==> src/hdl/cmac_map.vh <==
`ifndef CMAC_MAP_VH
`define CMAC_MAP_VH
// Function
// - Fixed priority channel one, two, three, arithmetic unit
// - Arithmetic unit request held in fourth flip-flop
// - Request sets when alone or at cycle end
// - Grant is request and no higher request
// - Grant starts cycle and hands over paths
// - Priority resolved on third clock after request, behind two sync flops
// - Grant signals requester, enables counter and selects
// - Route winner address, data and read/write
// - Read or write request; read enables parity check
// - Four-stage counter advances every clock in cycle
// - Counter halts on stop parity or temperature alarm
// - Initiate from grant until count two
// - Address bit 14 picks the initiated stack
// - Data ready at count eight
// - Cycle complete at count fifteen
// - Release to arithmetic unit at completion
// - Cycle start needs initiate, not busy, power good
// - Cycle start launches timing and sets busy
// - Address strobe loads bit and word address
// - Bits 12 and 13 pick one sense enable
// - Strobe loads sensed or write data
// - Bit drives only for data ones
// - Read data checked for odd parity
`define CMAC_NREQ 4
`define CMAC_AW 15
`define CMAC_DW 24
`define CMAC_CNT_INIT_OFF 4'h2
`define CMAC_CNT_READY 4'h8
`define CMAC_CNT_DONE 4'hF
`define CMAC_MOD_STROBE 4'h3
`define CMAC_MOD_WRITE 4'h5
`define CMAC_MOD_END 4'hC
`define CMAC_STACK_BIT 14
`define CMAC_BANK_BIT 13
`define CMAC_PLANE_BIT 12
`endif

==> src/hdl/cmac_arbiter.v <==
`include "cmac_map.vh"
module cmac_arbiter (
  input wire core_clk,
  input wire rst_n,
  input wire [3:0] req_in,
  input wire cycle_last,
  input wire busy,
  output reg [3:0] req_ff,
  output wire [3:0] grant
);
  integer i;
  reg [3:0] next_req_ff;
  always @* begin
    next_req_ff = req_ff;
    for (i = 0; i < `CMAC_NREQ; i = i + 1) begin
      // Latch when no other request is pending, or at the last clock of a cycle
      if (req_in[i] && (req_ff == 4'h0 || cycle_last)) begin
        next_req_ff[i] = 1'b1;
      end
    end
    if (cycle_last) begin
      next_req_ff = next_req_ff & ~grant;
    end
  end
  always @(posedge core_clk or negedge rst_n) begin
    if (!rst_n) begin
      req_ff <= 4'h0;
    end else begin
      req_ff <= next_req_ff;
    end
  end
  // Index 0 is channel one, index 3 the arithmetic unit
  assign grant[0] = req_ff[0];
  assign grant[1] = req_ff[1] & ~req_ff[0];
  assign grant[2] = req_ff[2] & ~req_ff[1] & ~req_ff[0];
  assign grant[3] = req_ff[3] & ~req_ff[2] & ~req_ff[1] & ~req_ff[0];
  wire unused_busy = busy;
endmodule // cmac_arbiter

==> src/hdl/cmac_module.v <==
`include "cmac_map.vh"
module cmac_module (
  input wire core_clk,
  input wire rst_n,
  input wire initiate,
  input wire power_fail,
  input wire write_mode,
  input wire [13:0] addr,
  input wire [23:0] write_data,
  input wire [23:0] sense_data,
  output reg cycle_start_ff,
  output reg module_busy_ff,
  output reg [3:0] bit_addr_reg,
  output reg [8:0] lower_word_addr,
  output reg [8:0] upper_word_addr,
  output reg [3:0] plane_sense_enable,
  output reg [23:0] data_reg,
  output reg data_reg_strobe,
  output reg [23:0] bit_switch_enable
);
  reg [3:0] phase;
  always @(posedge core_clk or negedge rst_n) begin
    if (!rst_n) begin
      cycle_start_ff <= 1'b0;
      module_busy_ff <= 1'b0;
      phase <= 4'h0;
      bit_addr_reg <= 4'h0;
      lower_word_addr <= 9'h000;
      upper_word_addr <= 9'h000;
      plane_sense_enable <= 4'h0;
      data_reg <= 24'h000000;
      data_reg_strobe <= 1'b0;
      bit_switch_enable <= 24'h000000;
    end else begin
      cycle_start_ff <= initiate && !module_busy_ff && !cycle_start_ff && !power_fail;
      data_reg_strobe <= 1'b0;
      if (cycle_start_ff) begin
        module_busy_ff <= 1'b1;
        phase <= 4'h1;
        bit_addr_reg <= addr[3:0];
        if (!addr[`CMAC_BANK_BIT]) lower_word_addr <= addr[12:4];
        else upper_word_addr <= addr[12:4];
        plane_sense_enable <= 4'h1 << addr[13:12];
      end else if (module_busy_ff) begin
        phase <= phase + 4'h1;
        if (phase == `CMAC_MOD_STROBE) begin
          data_reg <= write_mode ? write_data : sense_data;
          data_reg_strobe <= 1'b1;
          plane_sense_enable <= 4'h0;
        end
        if (phase == `CMAC_MOD_WRITE) begin
          bit_switch_enable <= data_reg;
        end
        if (phase == `CMAC_MOD_END) begin
          bit_switch_enable <= 24'h000000;
          module_busy_ff <= 1'b0;
          phase <= 4'h0;
        end
      end
    end
  end
endmodule // cmac_module

==> src/hdl/cmac_top.v <==
`include "cmac_map.vh"
module cmac_top (
  input wire core_clk,
  input wire rst_n,
  input wire [2:0] ch_mem_request,
  input wire au_mem_request,
  input wire [3:0] req_write,
  input wire [59:0] req_addr,
  input wire [95:0] req_wdata,
  input wire [23:0] sense_data,
  input wire sense_parity,
  input wire stop_on_parity,
  input wire temp_alarm,
  input wire power_fail,
  input wire large_system,
  output reg [3:0] access_granted,
  output reg [3:0] data_ready,
  output reg au_release,
  output reg time_counter_enable,
  output reg [3:0] cycle_time_counter,
  output reg [3:0] addr_mux_select,
  output reg [3:0] data_mux_select,
  output reg [14:0] addr_mux_bit,
  output reg [23:0] data_mux_bit,
  output reg read_request_gate,
  output reg write_request_gate,
  output reg parity_check_enable,
  output reg module_initiate,
  output reg lower_stack_initiate,
  output reg upper_stack_initiate,
  output reg parity_error,
  output reg [23:0] read_data,
  output reg cycle_start,
  output reg module_busy,
  output reg [3:0] bit_addr,
  output reg [3:0] plane_sense_enable,
  output reg [23:0] bit_switch_enable
);
  // Request, alarm and power-fail pins pass two flops first
  reg [3:0] req_s1, req_s2;
  reg [1:0] alarm_s1, alarm_s2;
  reg pf_s1, pf_s2;
  always @(posedge core_clk or negedge rst_n) begin
    if (!rst_n) begin
      req_s1 <= 4'h0;
      req_s2 <= 4'h0;
      alarm_s1 <= 2'h0;
      alarm_s2 <= 2'h0;
      pf_s1 <= 1'b0;
      pf_s2 <= 1'b0;
    end else begin
      req_s1 <= {au_mem_request, ch_mem_request};
      req_s2 <= req_s1;
      alarm_s1 <= {temp_alarm, stop_on_parity};
      alarm_s2 <= alarm_s1;
      pf_s1 <= power_fail;
      pf_s2 <= pf_s1;
    end
  end

  reg active;
  wire cycle_last = active && (cycle_time_counter == `CMAC_CNT_DONE);
  wire [3:0] req_ff;
  wire [3:0] grant;
  cmac_arbiter u_arb (
    .core_clk(core_clk),
    .rst_n(rst_n),
    .req_in(req_s2),
    .cycle_last(cycle_last),
    .busy(active),
    .req_ff(req_ff),
    .grant(grant)
  );

  // Selected requester's fields
  reg [14:0] sel_addr;
  reg [23:0] sel_data;
  reg sel_write;
  integer k;
  always @* begin
    sel_addr = 15'h0000;
    sel_data = 24'h000000;
    sel_write = 1'b0;
    for (k = 0; k < `CMAC_NREQ; k = k + 1) begin
      if (grant[k]) begin
        sel_addr = req_addr[k*15 +: 15];
        sel_data = req_wdata[k*24 +: 24];
        sel_write = req_write[k];
      end
    end
  end

  // Parity: 24 data bits plus parity bit must be odd
  wire stall = (parity_error && alarm_s2[0]) || alarm_s2[1];
  wire mod_strobe;
  wire [23:0] mod_data;
  wire mod_start, mod_busy;
  wire [3:0] mod_bit_addr, mod_sense;
  wire [23:0] mod_bits;
  wire mod_initiate = module_initiate || lower_stack_initiate || upper_stack_initiate;

  always @(posedge core_clk or negedge rst_n) begin
    if (!rst_n) begin
      active <= 1'b0;
      cycle_time_counter <= 4'h0;
      access_granted <= 4'h0;
      data_ready <= 4'h0;
      au_release <= 1'b0;
      time_counter_enable <= 1'b0;
      addr_mux_select <= 4'h0;
      data_mux_select <= 4'h0;
      addr_mux_bit <= 15'h0000;
      data_mux_bit <= 24'h000000;
      read_request_gate <= 1'b0;
      write_request_gate <= 1'b0;
      parity_check_enable <= 1'b0;
      module_initiate <= 1'b0;
      lower_stack_initiate <= 1'b0;
      upper_stack_initiate <= 1'b0;
      parity_error <= 1'b0;
      read_data <= 24'h000000;
    end else begin
      data_ready <= 4'h0;
      au_release <= 1'b0;
      if (!active && grant != 4'h0) begin
        active <= 1'b1;
        cycle_time_counter <= 4'h0;
        access_granted <= grant;
        time_counter_enable <= 1'b1;
        addr_mux_select <= grant;
        data_mux_select <= grant;
        addr_mux_bit <= sel_addr;
        data_mux_bit <= sel_data;
        read_request_gate <= !sel_write;
        write_request_gate <= sel_write;
        parity_check_enable <= !sel_write;
        parity_error <= 1'b0;
        module_initiate <= !large_system;
        lower_stack_initiate <= large_system && !sel_addr[`CMAC_STACK_BIT];
        upper_stack_initiate <= large_system && sel_addr[`CMAC_STACK_BIT];
      end else if (active) begin
        if (!stall) begin
          cycle_time_counter <= cycle_time_counter + 4'h1;
        end
        time_counter_enable <= !stall;
        if (!stall && cycle_time_counter + 4'h1 == `CMAC_CNT_INIT_OFF) begin
          module_initiate <= 1'b0;
          lower_stack_initiate <= 1'b0;
          upper_stack_initiate <= 1'b0;
        end
        if (mod_strobe && parity_check_enable) begin
          read_data <= mod_data;
          parity_error <= ~(^{sense_parity, mod_data});
        end
        if (!stall && cycle_time_counter + 4'h1 == `CMAC_CNT_READY) begin
          data_ready <= access_granted;
        end
        if (cycle_last) begin
          active <= 1'b0;
          au_release <= access_granted[3];
          access_granted <= 4'h0;
          time_counter_enable <= 1'b0;
          addr_mux_select <= 4'h0;
          data_mux_select <= 4'h0;
          read_request_gate <= 1'b0;
          write_request_gate <= 1'b0;
          parity_check_enable <= 1'b0;
          cycle_time_counter <= 4'h0;
        end
      end
    end
  end

  cmac_module u_mod (
    .core_clk(core_clk),
    .rst_n(rst_n),
    .initiate(mod_initiate),
    .power_fail(pf_s2),
    .write_mode(write_request_gate),
    .addr(addr_mux_bit[13:0]),
    .write_data(data_mux_bit),
    .sense_data(sense_data),
    .cycle_start_ff(mod_start),
    .module_busy_ff(mod_busy),
    .bit_addr_reg(mod_bit_addr),
    .lower_word_addr(),
    .upper_word_addr(),
    .plane_sense_enable(mod_sense),
    .data_reg(mod_data),
    .data_reg_strobe(mod_strobe),
    .bit_switch_enable(mod_bits)
  );

  // Registered copies keep every top output on a flop
  always @(posedge core_clk or negedge rst_n) begin
    if (!rst_n) begin
      cycle_start <= 1'b0;
      module_busy <= 1'b0;
      bit_addr <= 4'h0;
      plane_sense_enable <= 4'h0;
      bit_switch_enable <= 24'h000000;
    end else begin
      cycle_start <= mod_start;
      module_busy <= mod_busy;
      bit_addr <= mod_bit_addr;
      plane_sense_enable <= mod_sense;
      bit_switch_enable <= mod_bits;
    end
  end
endmodule // cmac_top

==> config.mk <==
export PLATFORM = sky130hd
export DESIGN_NAME = cmac_top
export DESIGN_NICKNAME = d
export VERILOG_FILES = /design/src/hdl/cmac_arbiter.v /design/src/hdl/cmac_module.v /design/src/hdl/cmac_top.v
export VERILOG_INCLUDE_DIRS = /design/src /design/src/hdl
export SDC_FILE = /design/constraint.sdc
export NUM_CORES = 1
export LEC_CHECK = 0
export BUFFER_PORTS_ARGS = -buffer_cell sky130_fd_sc_hd__clkbuf_2
export CAP_MARGIN = 30
export CORE_MARGIN = 2
export CORE_UTILIZATION = 30
export DETAILED_ROUTE_END_ITERATION = 7
export GPL_TIMING_DRIVEN = 0
export SLEW_MARGIN = 10
export SYNTH_ARGS = -nofsm -noshare
export SYNTH_HDL_FRONTEND = slang
export SYNTH_SLANG_ARGS = --single-unit
==> constraint.sdc <==
create_clock -name core_clk -period 2.8 [get_ports core_clk]
set_clock_uncertainty 0.05 [all_clocks]
set_input_delay 0.56 -clock core_clk [delete_from_list [all_inputs] [get_ports core_clk]]
set_output_delay 0.56 -clock core_clk [all_outputs]
set_load 0.05 [all_outputs]
; Yosys cells after proc, flatten, opt, wreduce, memory -nomap -nowiden
; Cells that the tools add are included.
[word_totals]
register_bits = 199
out_inout_bits = 126
in_bits = 195
[classes]
bitwise_logic = 14
n_mux = 63
n_reduce_logical = 45
n_shift = 1
add_sub_neg = 2
n_eq_ne = 7
[op_table]
columns = operator, n
row1 = 24-bit two-way mux, 7
row2 = 4-bit two-way mux, 17
row3 = 15-bit two-way mux, 4
row4 = 1-bit two-way mux, 35
row5 = 25-bit XOR reduction, 1
row6 = 1-bit logical AND, 15
row7 = 2-bit nonzero test, 7
row8 = "4-bit == test, second input constant", 3
row9 = 2-bit AND reduction, 5
row10 = 3-bit AND reduction, 3
row11 = "4-bit by 1-bit adder with 4-bit output, second input constant", 2
row12 = "4-bit by 2-bit == test with 1-bit output, second input constant", 2
row13 = 1-bit zero test, 8
row14 = 1-bit AND, 6
row15 = 1-bit NOT, 6
row16 = 4-bit AND, 1
row17 = "4-bit by 3-bit == test with 1-bit output, second input constant", 1
row18 = 4-bit zero test, 1
row19 = 1-bit logical OR, 4
row20 = 4-bit NOT, 1
row21 = 4-bit nonzero test, 1
row22 = "1-bit by 2-bit left shift with 4-bit output, first input constant", 1
row23 = "3-bit by 1-bit != test with 1-bit output, second input constant", 1

; Depth between registers and ports, before layout
; Gate-level depths: netlist of run 1.
[logic_depth]
ltp_word = 8
mapped_depth = 7

; Hierarchy
; From an unflattened synthesis of run 1, not the netlist that was laid out.
[hier_totals]
hier_cells = 785
area_unflattened_um2 = 9404.0
[modules_own_cells]
columns = mod, cells_each, area_each_um2, n_inst
row1 = cmac_top, 530, 5699.2, 1
row2 = cmac_module, 229, 3465.8, 1
row3 = cmac_arbiter, 26, 239.0, 1

; Least setup slack after synthesis of run 1
; OpenSTA, ideal clock, no wires.
[synth_path]
path_type = flip-flop to flip-flop
startpoint = reg cycle_time_counter[2]
endpoint = reg lower_stack_initiate
path_stages_with_launch = 6
required_time_ns = 2.628
slack_ns = 0.812
period_less_slack_ns = 1.988
arrival_ns = 1.817
setup_ns = 0.122
path_cell_list = dfrtp_1 -> clkbuf_1 -> nand3_1 -> xnor2_1 -> o41a_1 -> a32o_1
[synth_via]
elab_chain_cells = 5
[synth_lines]
columns = element, line
row1 = from (decl), cmac_top.v:20  ; output reg [3:0] cycle_time_counter,
row2 = from (signal assigned), cmac_top.v:143  ; cycle_time_counter <= cycle_time_counter + 4'h1;
row3 = 4-bit by 1-bit adder with 4-bit output, cmac_top.v:146  ; if (!stall && cycle_time_counter + 4'h1 == `CMAC_CNT_INIT_OFF) begin
row4 = 4-bit by 2-bit == test with 1-bit output (no line), --
row5 = 1-bit logical AND (no line), --
row6 = 2-bit nonzero test (no line), --
row7 = 2-bit AND reduction (no line), --
row8 = to (signal assigned), cmac_top.v:139  ; lower_stack_initiate <= large_system && !sel_addr[`CMAC_STACK_BIT];
row9 = to (decl), cmac_top.v:29  ; output reg lower_stack_initiate,
; No other way between the ends.
; A chain may end at the register's enable or synchronous reset.

; Worst setup path in the final report of run 1
[layout_path]
startpoint = reg u_arb.req_ff[1]
endpoint = reg data_mux_bit[9]
[layout_via]
elab_chain_cells = 5
elab_cells_between_ends = 11
cone_classes = mux: 3 / bitwise: 6 / reduce/logical: 2
[layout_lines]
columns = element, line
row1 = from (decl), cmac_arbiter.v:8  ; output reg [3:0] req_ff,
row2 = from (signal assigned), cmac_arbiter.v:29  ; req_ff <= next_req_ff;
row3 = 1-bit NOT, "cmac_arbiter.v:35, cmac_arbiter.v:36"
row4 = "1-bit AND, on equally long branches (2 in a row)", "cmac_arbiter.v:35, cmac_arbiter.v:36"
row5 = 24-bit two-way mux or 4-bit nonzero test (tied branches), "cmac_top.v:85, cmac_top.v:125"
row6 = 24-bit two-way mux or 1-bit logical AND (tied branches), "cmac_top.v:85, cmac_top.v:125"
row7 = to (signal assigned), cmac_top.v:133  ; data_mux_bit <= sel_data;
row8 = to (decl), cmac_top.v:24  ; output reg [23:0] data_mux_bit,
; Parallel ways exist; a longest one is shown, timed or not.

==> results of run 1 <==
## critical path, delay by kind of cell, from the launching register on
| family | cells | cell delay [ps] |
|---|---|---|
| DFF | 1 | 350 |
| AOI/OAI and AO/OA | 2 | 370 |
| and+or+nand+nor | 1 | 830 |
| buffers and inverters | 2 | 610 |
## routing by layer
metal / wire length (µm) / vias to the layer above / GRT usage, %
met5: 0 / - / 0
li1: - / 3375 / -
met4: 656 / 0 / 6.47
met2: 13500 / 265 / 32.0
met3: 1450 / 31 / 2.91
met1: 12200 / 3375 / 25.6
## logic make-up after synthesis
kind of cell	count (synthesis)	share of synthesized area (%)
multiplexers	54	6.80
flip-flops	199	58.8
AO/OA/AOI/OAI	242	17.9
XOR/XNOR	26	3.10
AND/OR/NAND/NOR	122	6.62
buffers and inverters	110	5.87
adder cells (fa/ha/maj)	6	0.887
## path summary, 6_finish.rpt
kind / end / slack (ps) / cells past startpoint / start
setup / recovery: data_mux_bit[9] / 520 / 5 / u_arb.req_ff[1]
hold / removal: bit_switch_enable[3] / 50 / 1 / rst_n
setup reg to reg: data_mux_bit[9] / 520 / 5 / u_arb.req_ff[1]
hold reg to reg: alarm_s2[1] / 300 / 0 / alarm_s1[1]
max in group asynchronous: addr_mux_bit[4] / 1560 / 3 / rst_n
min in group core_clk: req_s1[2] / 190 / 1 / ch_mem_request[2]
## area by class of cell
type                       instances  share of cell area, %
inverter                          48                   1.60
sequential                       199                   44.4
clock inverter                    15                   1.70
buffer                            62                   2.82
clock buffer                      17                   3.79
antenna                            2                 0.0446
multi-input combinational        450                   26.6
tap                              378                   4.21
timing repair buffer             322                   14.8
## stage by stage
step | std cells | total power, W | utilization (%)
6_report | 1493 | 0.0159 | 40.4
5_1_grt | 1493 | 0.0169 | 40.4
4_1_cts | 1491 | 0.0160 | 40.4
3_5_place_dp | 1459 | 0.0134 | 38.2
3_3_place_gp | 1457 | 0.0133 | 37.9
2_1_floorplan | 759 | 0.0110 | -
## Yosys cell counts, types with 9 or more instances
| cell type | count |
|---|---|
| dfrtp_1 | 199 |
| a21oi_1 | 126 |
| nor2_1 | 51 |
| inv_1 | 48 |
| a221oi_1 | 40 |
| nand2_1 | 40 |
| o21ai_0 | 31 |
| mux2_2 | 28 |
| a22o_1 | 26 |
| mux2i_1 | 26 |
| buf_2 | 24 |
| clkbuf_1 | 23 |
| xnor2_1 | 19 |
| buf_4 | 10 |
| nand3_1 | 9 |
## report_power, final
group	internal [W]	switching (W)
clock	0.00136	0.00121
combinational	0.00266	0.00563
sequential	0.00405	0.000959
total	0.00807	0.00780
==> results.md, run 1 <==
- Synthesis inferred 199 register bits.
- The initial cell density of the core is 30.5%.
- The count of filler cells inserted in the layout is 2850.
- The power per cell area is 1410 mW/mm².
- The first global-routing pass estimated 42.2 mm of wire.
- The final hold violation count is 0.
- In this run, the number of DRC markers left after iteration 0 of detailed routing was 412.
- The type of the most critical hold path is in -> async.
- The pin count of the biggest net entering global routing is 76.
- The number of nets in the synthesized netlist is 960.
- The post-layout net count is 1301.
- Across the VDD grid, the largest voltage drop is 0.578 mV.
- Summing all flip-flop and latch instances after layout gives 0.00498 mm².
- For the worst-skew pair, the clock arrives at the later sink with an insertion delay of 430 ps.
- Walking the worst path, the cells encountered are buf_2, nor4b_2, buf_2, a21oi_1, a21oi_1.
- The library cell used most frequently in the layout, excluding fill and tap cells, is clkbuf_2.
- Synthesis produced a netlist whose cell count is 759.
- At the end of routability-driven placement, the weighted congestion stood at 0.828.
- The top cell types in the final layout, fill and taps aside, are clkbuf_2 (320), dfrtp_1 (199), a21oi_1 (126).
- The synthesized design devotes to its leading area cell type 58.8% of total area.
- The number of port buffers is 320.
- The most used flip-flop cell after synthesis is dfrtp_1.
- TritonCTS created 17 clock buffers.
- By area the synthesized netlist is led by dfrtp_1 (59%), a21oi_1 (7.4%), a221oi_1 (4.1%).
- The highest cell delay on the worst timing path is 830 ps.
- The data required time at the worst endpoint is 3100 ps.
- Across every metal layer, demand over resource in global routing totals 19.2%.
- The via count normalized by instance count is 4.72.
- The clock sink count is 199.
- Summed over all layers, the global routing overflow is 0.
- The worst setup path is captured at a flop.
- The pre-antenna-repair detailed-routing pass consisted of 4 iterations.
- After detailed routing, the average wire length per cell comes to 18.6 µm.
- The hold slack is 50.9 ps.
- Setup repair after global routing left no endpoint under its margin.
- The worst setup path is of the reg -> reg kind.
- The largest individual stage delay along the critical path comes from the cell nor4b_2.
- The proportion of synthesized chip area in sequential cells is 58.8%.
- The critical path launch point type is a flop.
- The leading area contributor after synthesis is dfrtp_1.
- In the final layout, the multi-input gates occupy 0.00299 mm².
- Summed over all layers, the routed wires come to 27.8 mm.
- The placeable core region is 0.0278 mm².
- After layout, the worst setup slack is 517 ps.
- The relative slew slack is 39.9%.
- The maximum buffer depth of the clock tree is 2.
- The total negative setup slack is 0 ps.
- Along the worst path, the maximum fanout reaches 10.
- The wire-length estimate of the detail-placed layout is 22.1 mm.
- Summing over every cut layer, the via total after detailed routing is 7046.
- The library cell used as clock root buffer is clkbuf_16.
- The post-placement worst setup slack is 392 ps.
- Subtracting the final worst setup slack from the clock period gives 2280 ps.
- The post-synthesis to final-layout area growth is 32.6%.
- Max-cap violations in this run came to 0.
- The overall die width is 172 µm.
- Dividing the synthesized area by the synthesized cell count gives 11.2 µm².
- TritonCTS built the clock tree.
- The die covers 0.0296 mm².
- The portion of the clock cycle consumed by the worst path in the final layout is 81.6%.
- The number of placement rows is 61.
- Pin placement for this block handled 321 I/O pins.
- The total number of yosys warnings is 0.
- The worst path arrival time is 2590 ps.
- The number of global-route vias before repair came to 7009.
- The number of setup violations in the final report is 0.
- The slew at the pin closest to its max-slew limit is 899 ps.
- The leakage power is 5.65 nW.
- The cts-stage hold buffer count is 0.
- CTS built an H-tree with a depth of 4.
- In this run the post-CTS setup repair buffer count came out at 0.
- The finished cells cover 0.0112 mm².
- Of all flip-flops after synthesis, the portion carrying an async set or reset was 100%.
- The run finished with clean final reports.
- The share of cells above drive strength 1 is 38.2%.
- In this run the remaining antenna-violating nets after routing total 0.
- The netlist area before placement is 0.00847 mm².
- Clock-pin slew was measured on the worst setup and hold paths at 80 ps.
- Yosys mapped the design onto 47 distinct sky130hd cell types.
- The highest clock frequency the design can meet is 438 MHz.
- Summing all placed instances gives a cell area of 0.0106 mm².
- The number of antenna violations at the first check in global routing is 2.
- After detailed routing, the number of remaining DRC violations is 0.
- The number of max-slew violations in the final report is 0.
- The post-cts resize count is 0.
- Counting flops with a built-in enable in the synthesized netlist gives 0.
- From bottom edge to top edge, the die measures 172 µm.
Note: power is estimated with default switching activity, not from simulation.
==> inputs of run 2 (changes only) <==
==> constraint.sdc (replaced) <==
create_clock -name core_clk -period 2.35 [get_ports core_clk]
set_clock_uncertainty 0.05 [all_clocks]
set_input_delay 0.47 -clock core_clk [delete_from_list [all_inputs] [get_ports core_clk]]
set_output_delay 0.47 -clock core_clk [all_outputs]
set_load 0.05 [all_outputs]
==> run 2 against run 1 <==
  * Critical path depth rose by 2
  * Clock power rose by 19%
  * Non-clock buffer count rose by 1
  * Critical endpoint is now data_mux_bit[12]
  * Sequential share of layout area fell by 0.12 points
  * Count of clock-buffer cells in the layout did not move
  * Register-to-register slack got worse by 330 ps
  * Maximum frequency rose by 5.6%
  * Highest routed layer unchanged
==> results.md, run 2 (same netlist as run 1, synthesis figures left out) <==
- The via count normalized by instance count was 4.73 (was 4.72).
- The max-cap violation count is 0 (unchanged).
- Critical path, cell by cell: buf_2, nor2b_1, buf_2, a221oi_1, a21oi_1, a21oi_1, a21oi_1 (was buf_2, nor4b_2, buf_2, a21oi_1, a21oi_1).
- The fraction of the core area covered by cells at the end of the flow is 40.5% (was 40.4%).
- Setup repair after global routing missed its margin: no (unchanged).
- The sum of routed wire length over all layers is 27.8 mm (about the same).
- The minimum setup slack among reg-to-reg paths is 190 ps (was 520 ps).
- The peak supply drop is 0.688 mV (was 0.578 mV).
- The DRC violation count after routing is 0 (unchanged).
- The number of max-slew violations in the final report is 0 (unchanged).
- The average routed wire per standard cell is 18.6 µm (about the same).
- The reg-to-reg startpoint is u_arb.req_ff[1] (unchanged).
- Along the worst hold path, the cell count comes to 1.
- The number of antenna violations at the first check in global routing is 2 (unchanged).
- The relative slew slack is 43.3% (was 39.9%).
- The portion of the clock cycle consumed by the worst path in the final layout is 92.0% (was 81.6%).
- The routability congestion estimate from global placement is 0.828 (unchanged).
- The worst hold path begins at ch_mem_request[2].
- The endpoint of the worst register-to-register path is data_mux_bit[12] (was data_mux_bit[9]).
- The number of I/O pins is 321 (unchanged).
- The pin count of the biggest net entering global routing came to 76 (unchanged).
- The worst path arrival time is 2460 ps (was 2590 ps).
- The power per cell area came to 1680 mW/mm² (was 1410 mW/mm²).
- The H-tree level count came to 4 (unchanged).
- The number of global-route vias before repair is 7009 (unchanged).
- The insertion delay to the later sink of the worst-skew pair is 430 ps (about the same).
- The family of cells with the greatest summed delay on the critical path is compound AO/OA/AOI/OAI gates (was simple AND/OR/NAND/NOR gates).
- The met3 track demand over resource in global routing is 2.91% (unchanged).
- The total negative setup slack is 0 ps (unchanged).
- The slew at the pin closest to its max-slew limit is 851 ps (was 899 ps).
- Counting stages on the worst path, the most repeated cell is a21oi_1.
- The initial DRC count is 386 (was 412).
- Run status: complete, no violations (unchanged).
- The placeable core region is 0.0278 mm² (unchanged).
- The height of the chip is 172 µm (unchanged).
- The minimum setup slack in the final design is 188 ps (was 517 ps).
- The leakage power is 5.67 nW (was 5.65 nW).
- The final hold violation count is 0 (unchanged).
- The TritonCTS buffer count was 17 (unchanged).
- The die outline area is 0.0296 mm² (unchanged).
- The most crowded layer after global routing was met2 (unchanged).
- The clock sink count was 199 (unchanged).
- The overall die width is 172 µm (unchanged).
- The worst-path maximum fanout was 10 (unchanged).
- The post-route antenna net violation count was 0 (unchanged).
- The total track usage is 19.2% (unchanged).
- The highest cell delay on the worst timing path is 390 ps (was 830 ps).
- The global-route wire length before repair is 42.2 mm (about the same).
- The most common cell after layout, fill and taps aside is clkbuf_2 (unchanged).
- The maximum buffer depth of the clock tree came to 2 (unchanged).
- The post-layout net count is 1302 (was 1301).
- The post-CTS clock slew at the launch and capture registers of the worst setup and hold paths is 80 ps (about the same).
- The highest clock frequency the design can meet was 463 MHz (was 438 MHz).
- The remaining global-route overflow was 0 (unchanged).
- The half-perimeter wire length of the detailed placement result is 22.1 mm (unchanged).
- The number of port buffers came to 320 (unchanged).
- The post-placement worst setup slack is -58.3 ps (was 392 ps).
- The depth of the worst register-to-register path is 7 (was 5).
- The number of optimization iterations in the first detailed-route pass is 5 (was 4).
- The post-synthesis to final-layout area growth is 33.0% (was 32.6%).
- The share of cells above drive strength 1 is 38.5% (was 38.2%).
- The library cell used as clock root buffer is clkbuf_16 (unchanged).
- The routed via count is 7076 (was 7046).
- The critical path endpoint category was a flop (unchanged).
- The critical path launch point type is a flop (unchanged).
- The total power is 0.0189 W (was 0.0159 W).
- Most frequent cells in the layout: clkbuf_2 (322), dfrtp_1 (199), a21oi_1 (126) (was clkbuf_2 (320), dfrtp_1 (199), a21oi_1 (126)).
- The CTS tree is done (unchanged).
- The initial cell density of the core was 30.5% (unchanged).
- The number of placement rows was 61 (unchanged).
- The type of the worst setup path is reg -> reg (unchanged).
- The minimum clock period after layout is 2160 ps (was 2280 ps).
- The hold slack is 94.3 ps (was 50.9 ps).
- The critical path's slowest cell is buf_2 (was nor4b_2).
- The path with the worst hold slack has its endpoint at req_s1[2].
- The met2 layer usage reported by global route is 32.0% (unchanged).
- The data required time at the worst endpoint came to 2650 ps (was 3100 ps).
- The type of the most critical hold path is in -> reg (was in -> async).
- The number of buffers and inverters on the critical path came to 2 (unchanged).
- The number of setup violations in the final report came to 0 (unchanged).
- The met1 usage in global routing is 25.6% (unchanged).
[run 2: cell type report]
type,count,area [µm²]
Sequential cell,199,4980
Clock buffer,17,425
Inverter,48,180
Timing Repair Buffer,323,1680
Antenna cell,3,7.51
Fill cell,2848,16500
Tap cell,378,473
Buffer,62,319
Multi-Input combinational cell,450,3010
Clock inverter,15,191
[run 2: what timing repair did]
item,CTS,global route
hold buffers,1,0
gates resized for setup,3,4
endpoints found under the hold margin,61,0
endpoints found under the setup margin,21,2
pin swaps,0,0
buffers inserted,0,0
[run 2: through the flow]
step,std cells,instance area (µm²)
3_3_place_gp,1457,10500
3_5_place_dp,1459,10600
2_1_floorplan,759,8470
4_1_cts,1492,11200
6_report,1495,11300
5_1_grt,1494,11300
[run 2: worst max path at each step]
stage / startpoint / to / slack [ps] / depth (start not counted)
floorplan: cycle_time_counter[2] / lower_stack_initiate / 360 / 5
global placement: rst_n / u_mod.bit_addr_reg[2] / -3080 / 1
detailed placement: u_arb.req_ff[1] / addr_mux_bit[12] / -60 / 7
CTS: u_arb.req_ff[0] / data_mux_bit[9] / 80 / 6
global route: u_arb.req_ff[1] / data_mux_bit[12] / 90 / 7
finish: u_arb.req_ff[1] / data_mux_bit[12] / 190 / 7
[run 2: power breakdown]
| part | total [W] | switching [W] | internal (W) |
|---|---|---|---|
| clock network | 0.00307 | 0.00145 | 0.00163 |
| logic | 0.00990 | 0.00672 | 0.00318 |
| registers | 0.00596 | 0.00114 | 0.00482 |
| total | 0.0189 | 0.00931 | 0.00963 |
[run 2: layer usage]
metal	vias up	share of wire, %
li1	3376	-
met4	0	2.4
met2	253	49
met5	-	0
met3	32	4.9
met1	3415	44
==> inputs of run 3 (changes only) <==
--- a/config.mk
+++ b/config.mk
@@ -9,9 +9,11 @@
 export BUFFER_PORTS_ARGS = -buffer_cell sky130_fd_sc_hd__clkbuf_2
 export CAP_MARGIN = 30
 export CORE_MARGIN = 2
-export CORE_UTILIZATION = 30
+export CORE_UTILIZATION = 49
 export DETAILED_ROUTE_END_ITERATION = 7
 export GPL_TIMING_DRIVEN = 0
+export PLACE_DENSITY = 0.8
+export SKIP_LAST_GASP = 1
 export SLEW_MARGIN = 10
 export SYNTH_ARGS = -nofsm -noshare
 export SYNTH_HDL_FRONTEND = slang
==> run 3 against run 2 <==
  * Critical path depth unchanged
  * Non-clock buffer count unchanged
  * Count of clock-buffer cells in the layout is 2 higher
  * Flip-flop and latch count unchanged
  * Sequential share of layout area up 1.0 points
  * Wire length down 7.7%
  * Sequential power hardly changed
  * Global-route usage is 9.2 points higher
==> results.md, run 3 (same netlist as run 1, synthesis figures left out) <==
- The relative slew slack was 40.9% (was 43.3%).
- The peak supply drop came to 0.924 mV (was 0.688 mV).
- The routability congestion estimate from global placement is 0.884 (was 0.828).
- The number of max-slew violations in the final report is 0 (unchanged).
- The cell occurring most often along the worst timing path is nand2_1 (was a21oi_1).
- The post-CTS repair timing setup buffer count is 0 (unchanged).
- The minimum clock period after layout is 2090 ps (was 2160 ps).
- The die outline area is 0.0183 mm² (was 0.0296 mm²).
- The sum of routed wire length over all layers is 25.7 mm (was 27.8 mm).
- The number of setup violations in the final report came to 0 (unchanged).
- The number of antenna violations at the first check in global routing is 2 (unchanged).
- The max-cap violation count is 0 (unchanged).
- The family of cells with the greatest summed delay on the critical path is buffers and inverters (was compound AO/OA/AOI/OAI gates).
- The worst-path maximum fanout is 10 (unchanged).
- The hold slack was 94.4 ps (was 94.3 ps).
- The depth of the worst register-to-register path is 7 (unchanged).
- The total power is 0.0187 W (was 0.0189 W).
- The maximum buffer depth of the clock tree is 2 (unchanged).
- The average routed wire per standard cell is 19.2 µm (was 18.6 µm).
- The DRC violation count after routing came to 0 (unchanged).
- The H-tree level count is 4 (unchanged).
- The initial cell density of the core is 49.5% (was 30.5%).
- The number of buffers and inverters on the critical path is 2 (unchanged).
- The met2 layer usage reported by global route is 47.5% (was 32.0%).
- The TritonCTS buffer count came to 17 (unchanged).
- The remaining global-route overflow is 0 (unchanged).
- The post-route antenna net violation count came to 0 (unchanged).
- The cts-stage hold buffer count came to 1 (unchanged).
- The CTS tree was done (unchanged).
- The met1 usage in global routing is 35.7% (was 25.6%).
- The number of placement rows is 48 (was 61).
- The instance count along the most critical hold path is 1 (unchanged).
- The final hold violation count was 0 (unchanged).
- The via count normalized by instance count is 5.50 (was 4.73).
- The total track usage came to 28.4% (was 19.2%).
- The overall die width came to 135 µm (was 172 µm).
- The data required time at the worst endpoint is 2650 ps (about the same).
- The most common cell after layout, fill and taps aside is clkbuf_2 (unchanged).
- The power per cell area came to 1700 mW/mm² (was 1680 mW/mm²).
- The pin count of the biggest net entering global routing is 80 (was 76).
- Setup repair after global routing missed its margin: no (unchanged).
- The highest cell delay on the worst timing path is 550 ps (was 390 ps).
- The leakage power is 5.63 nW (was 5.67 nW).
- The reg-to-reg startpoint is u_arb.req_ff[1] (unchanged).
- The number of I/O pins is 321 (unchanged).
- The minimum setup slack among reg-to-reg paths is 260 ps (was 190 ps).
- The share of cells above drive strength 1 came to 38.1% (was 38.5%).
- The post-synthesis to final-layout area growth is 30.0% (was 33.0%).
- Run status: complete, no violations (unchanged).
- Critical path, cell by cell: buf_2, nor2_1, nand2_1, nand2_1, clkbuf_1, a211oi_1, a21oi_1 (was buf_2, nor2b_1, buf_2, a221oi_1, a21oi_1, a21oi_1, a21oi_1).
- The number of global-route vias before repair was 7205 (was 7009).
- The routed via count is 7372 (was 7076).
- The highest clock frequency the design can meet is 478 MHz (was 463 MHz).
- The worst path arrival time is 2390 ps (was 2460 ps).
- The half-perimeter wire length of the detailed placement result is 19.8 mm (was 22.1 mm).
- Most frequent cells in the layout: clkbuf_2 (320), dfrtp_1 (199), a21oi_1 (126) (was clkbuf_2 (322), dfrtp_1 (199), a21oi_1 (126)).
- The portion of the clock cycle consumed by the worst path in the final layout is 89.0% (was 92.0%).
- The critical path's slowest cell is clkbuf_1 (was buf_2).
- The endpoint of the worst register-to-register path is addr_mux_bit[12] (was data_mux_bit[12]).
- The type of the most critical hold path is in -> reg (unchanged).
- The library cell used as clock root buffer is clkbuf_16 (unchanged).
- The post-cts resize count came to 0 (was 3).
- The clock sink count came to 199 (unchanged).
- The critical path launch point type is a flop (unchanged).
- The insertion delay to the later sink of the worst-skew pair came to 430 ps (about the same).
- The post-CTS clock slew at the launch and capture registers of the worst setup and hold paths is 70 ps (was 80 ps).
- The initial DRC count is 517 (was 386).
- The global-route wire length before repair is 39.0 mm (was 42.2 mm).
- The critical path endpoint category is a flop (unchanged).
- The placeable core region was 0.0171 mm² (was 0.0278 mm²).
- The number of optimization iterations in the first detailed-route pass is 5 (unchanged).
- The number of port buffers is 320 (unchanged).
- The met3 track demand over resource in global routing was 6.17% (was 2.91%).
- The endpoint of the worst hold path is pf_s1 (was req_s1[2]).
- The height of the chip is 135 µm (was 172 µm).
- The slew at the pin closest to its max-slew limit was 886 ps (was 851 ps).
- The most crowded layer after global routing was met2 (unchanged).
- The beginning of the worst hold path is power_fail (was ch_mem_request[2]).
- The type of the worst setup path is reg -> reg (unchanged).
- The post-layout net count is 1302 (unchanged).
-- run 3: cell types whose count changed in the layout (fill, tap and decap cells not counted), sizes merged --
cell and change:
inv -1, clkinv -3, clkbuf +2, bufinv -1, diode -2, clkinvlp +3
-- run 3: report_power, final --
part	internal (W)	switching [W]	leakage, nW	total [W]
Sequential	0.00483	0.00115	2.43	0.00597
Combinational	0.00317	0.00665	2.92	0.00983
Clock	0.00152	0.00134	0.271	0.00286
Total	0.00952	0.00914	5.63	0.0187
-- run 3: worst register-to-register path, stage by stage, from the launching register on --
cell and delay (ps):
dfrtp_1 360, buf_2 190, nor2_1 220, nand2_1 160
nand2_1 140, clkbuf_1 550, a211oi_1 190, a21oi_1 170
-- run 3: area by class of cell --
type | instances | area [µm²]
Buffer | 62 | 317
Clock buffer | 19 | 443
Tap cell | 225 | 282
Sequential cell | 199 | 4980
Fill cell | 1372 | 6110
Clock inverter | 13 | 135
Inverter | 48 | 180
Multi-Input combinational cell | 450 | 2990
Antenna cell | 1 | 2.50
Timing Repair Buffer | 323 | 1680
-- run 3: worst max-delay path by stage --
stage | startpoint | to | slack (ps) | cells past startpoint
final | u_arb.req_ff[1] | addr_mux_bit[12] | 260 | 7
after global placement | rst_n | addr_mux_bit[3] | -2890 | 1
after floorplan | cycle_time_counter[2] | lower_stack_initiate | 360 | 5
after global routing | u_arb.req_ff[1] | data_mux_bit[15] | 120 | 6
after detailed placement | u_arb.req_ff[1] | data_mux_bit[16] | 210 | 6
after CTS | u_arb.req_ff[1] | data_mux_bit[16] | 200 | 6
-- run 3: per-layer routing --
metal  vias up  routed length (µm)
met1      3595               10200
met5         -                   0
met2       349               12700
met3        62                1840
met4         0                 899
li1       3366                   -
-- run 3: stage by stage --
| stage | setup TNS, ps | cell area [µm²] | setup WS, ps | utilization [%] | instances |
|---|---|---|---|---|---|
| finish | 0 | 11000 | 259 | 64.3 | 1340 |
| global route | 0 | 11000 | 116 | 64.3 | 1340 |
| CTS | 0 | 11000 | 201 | 64.3 | 1339 |
| detailed placement | 0 | 10400 | 208 | 60.8 | 1306 |
| global placement | -571850 | 10400 | -2890 | 60.5 | 1304 |
| floorplan | 0 | 8470 | 362 | - | 759 |
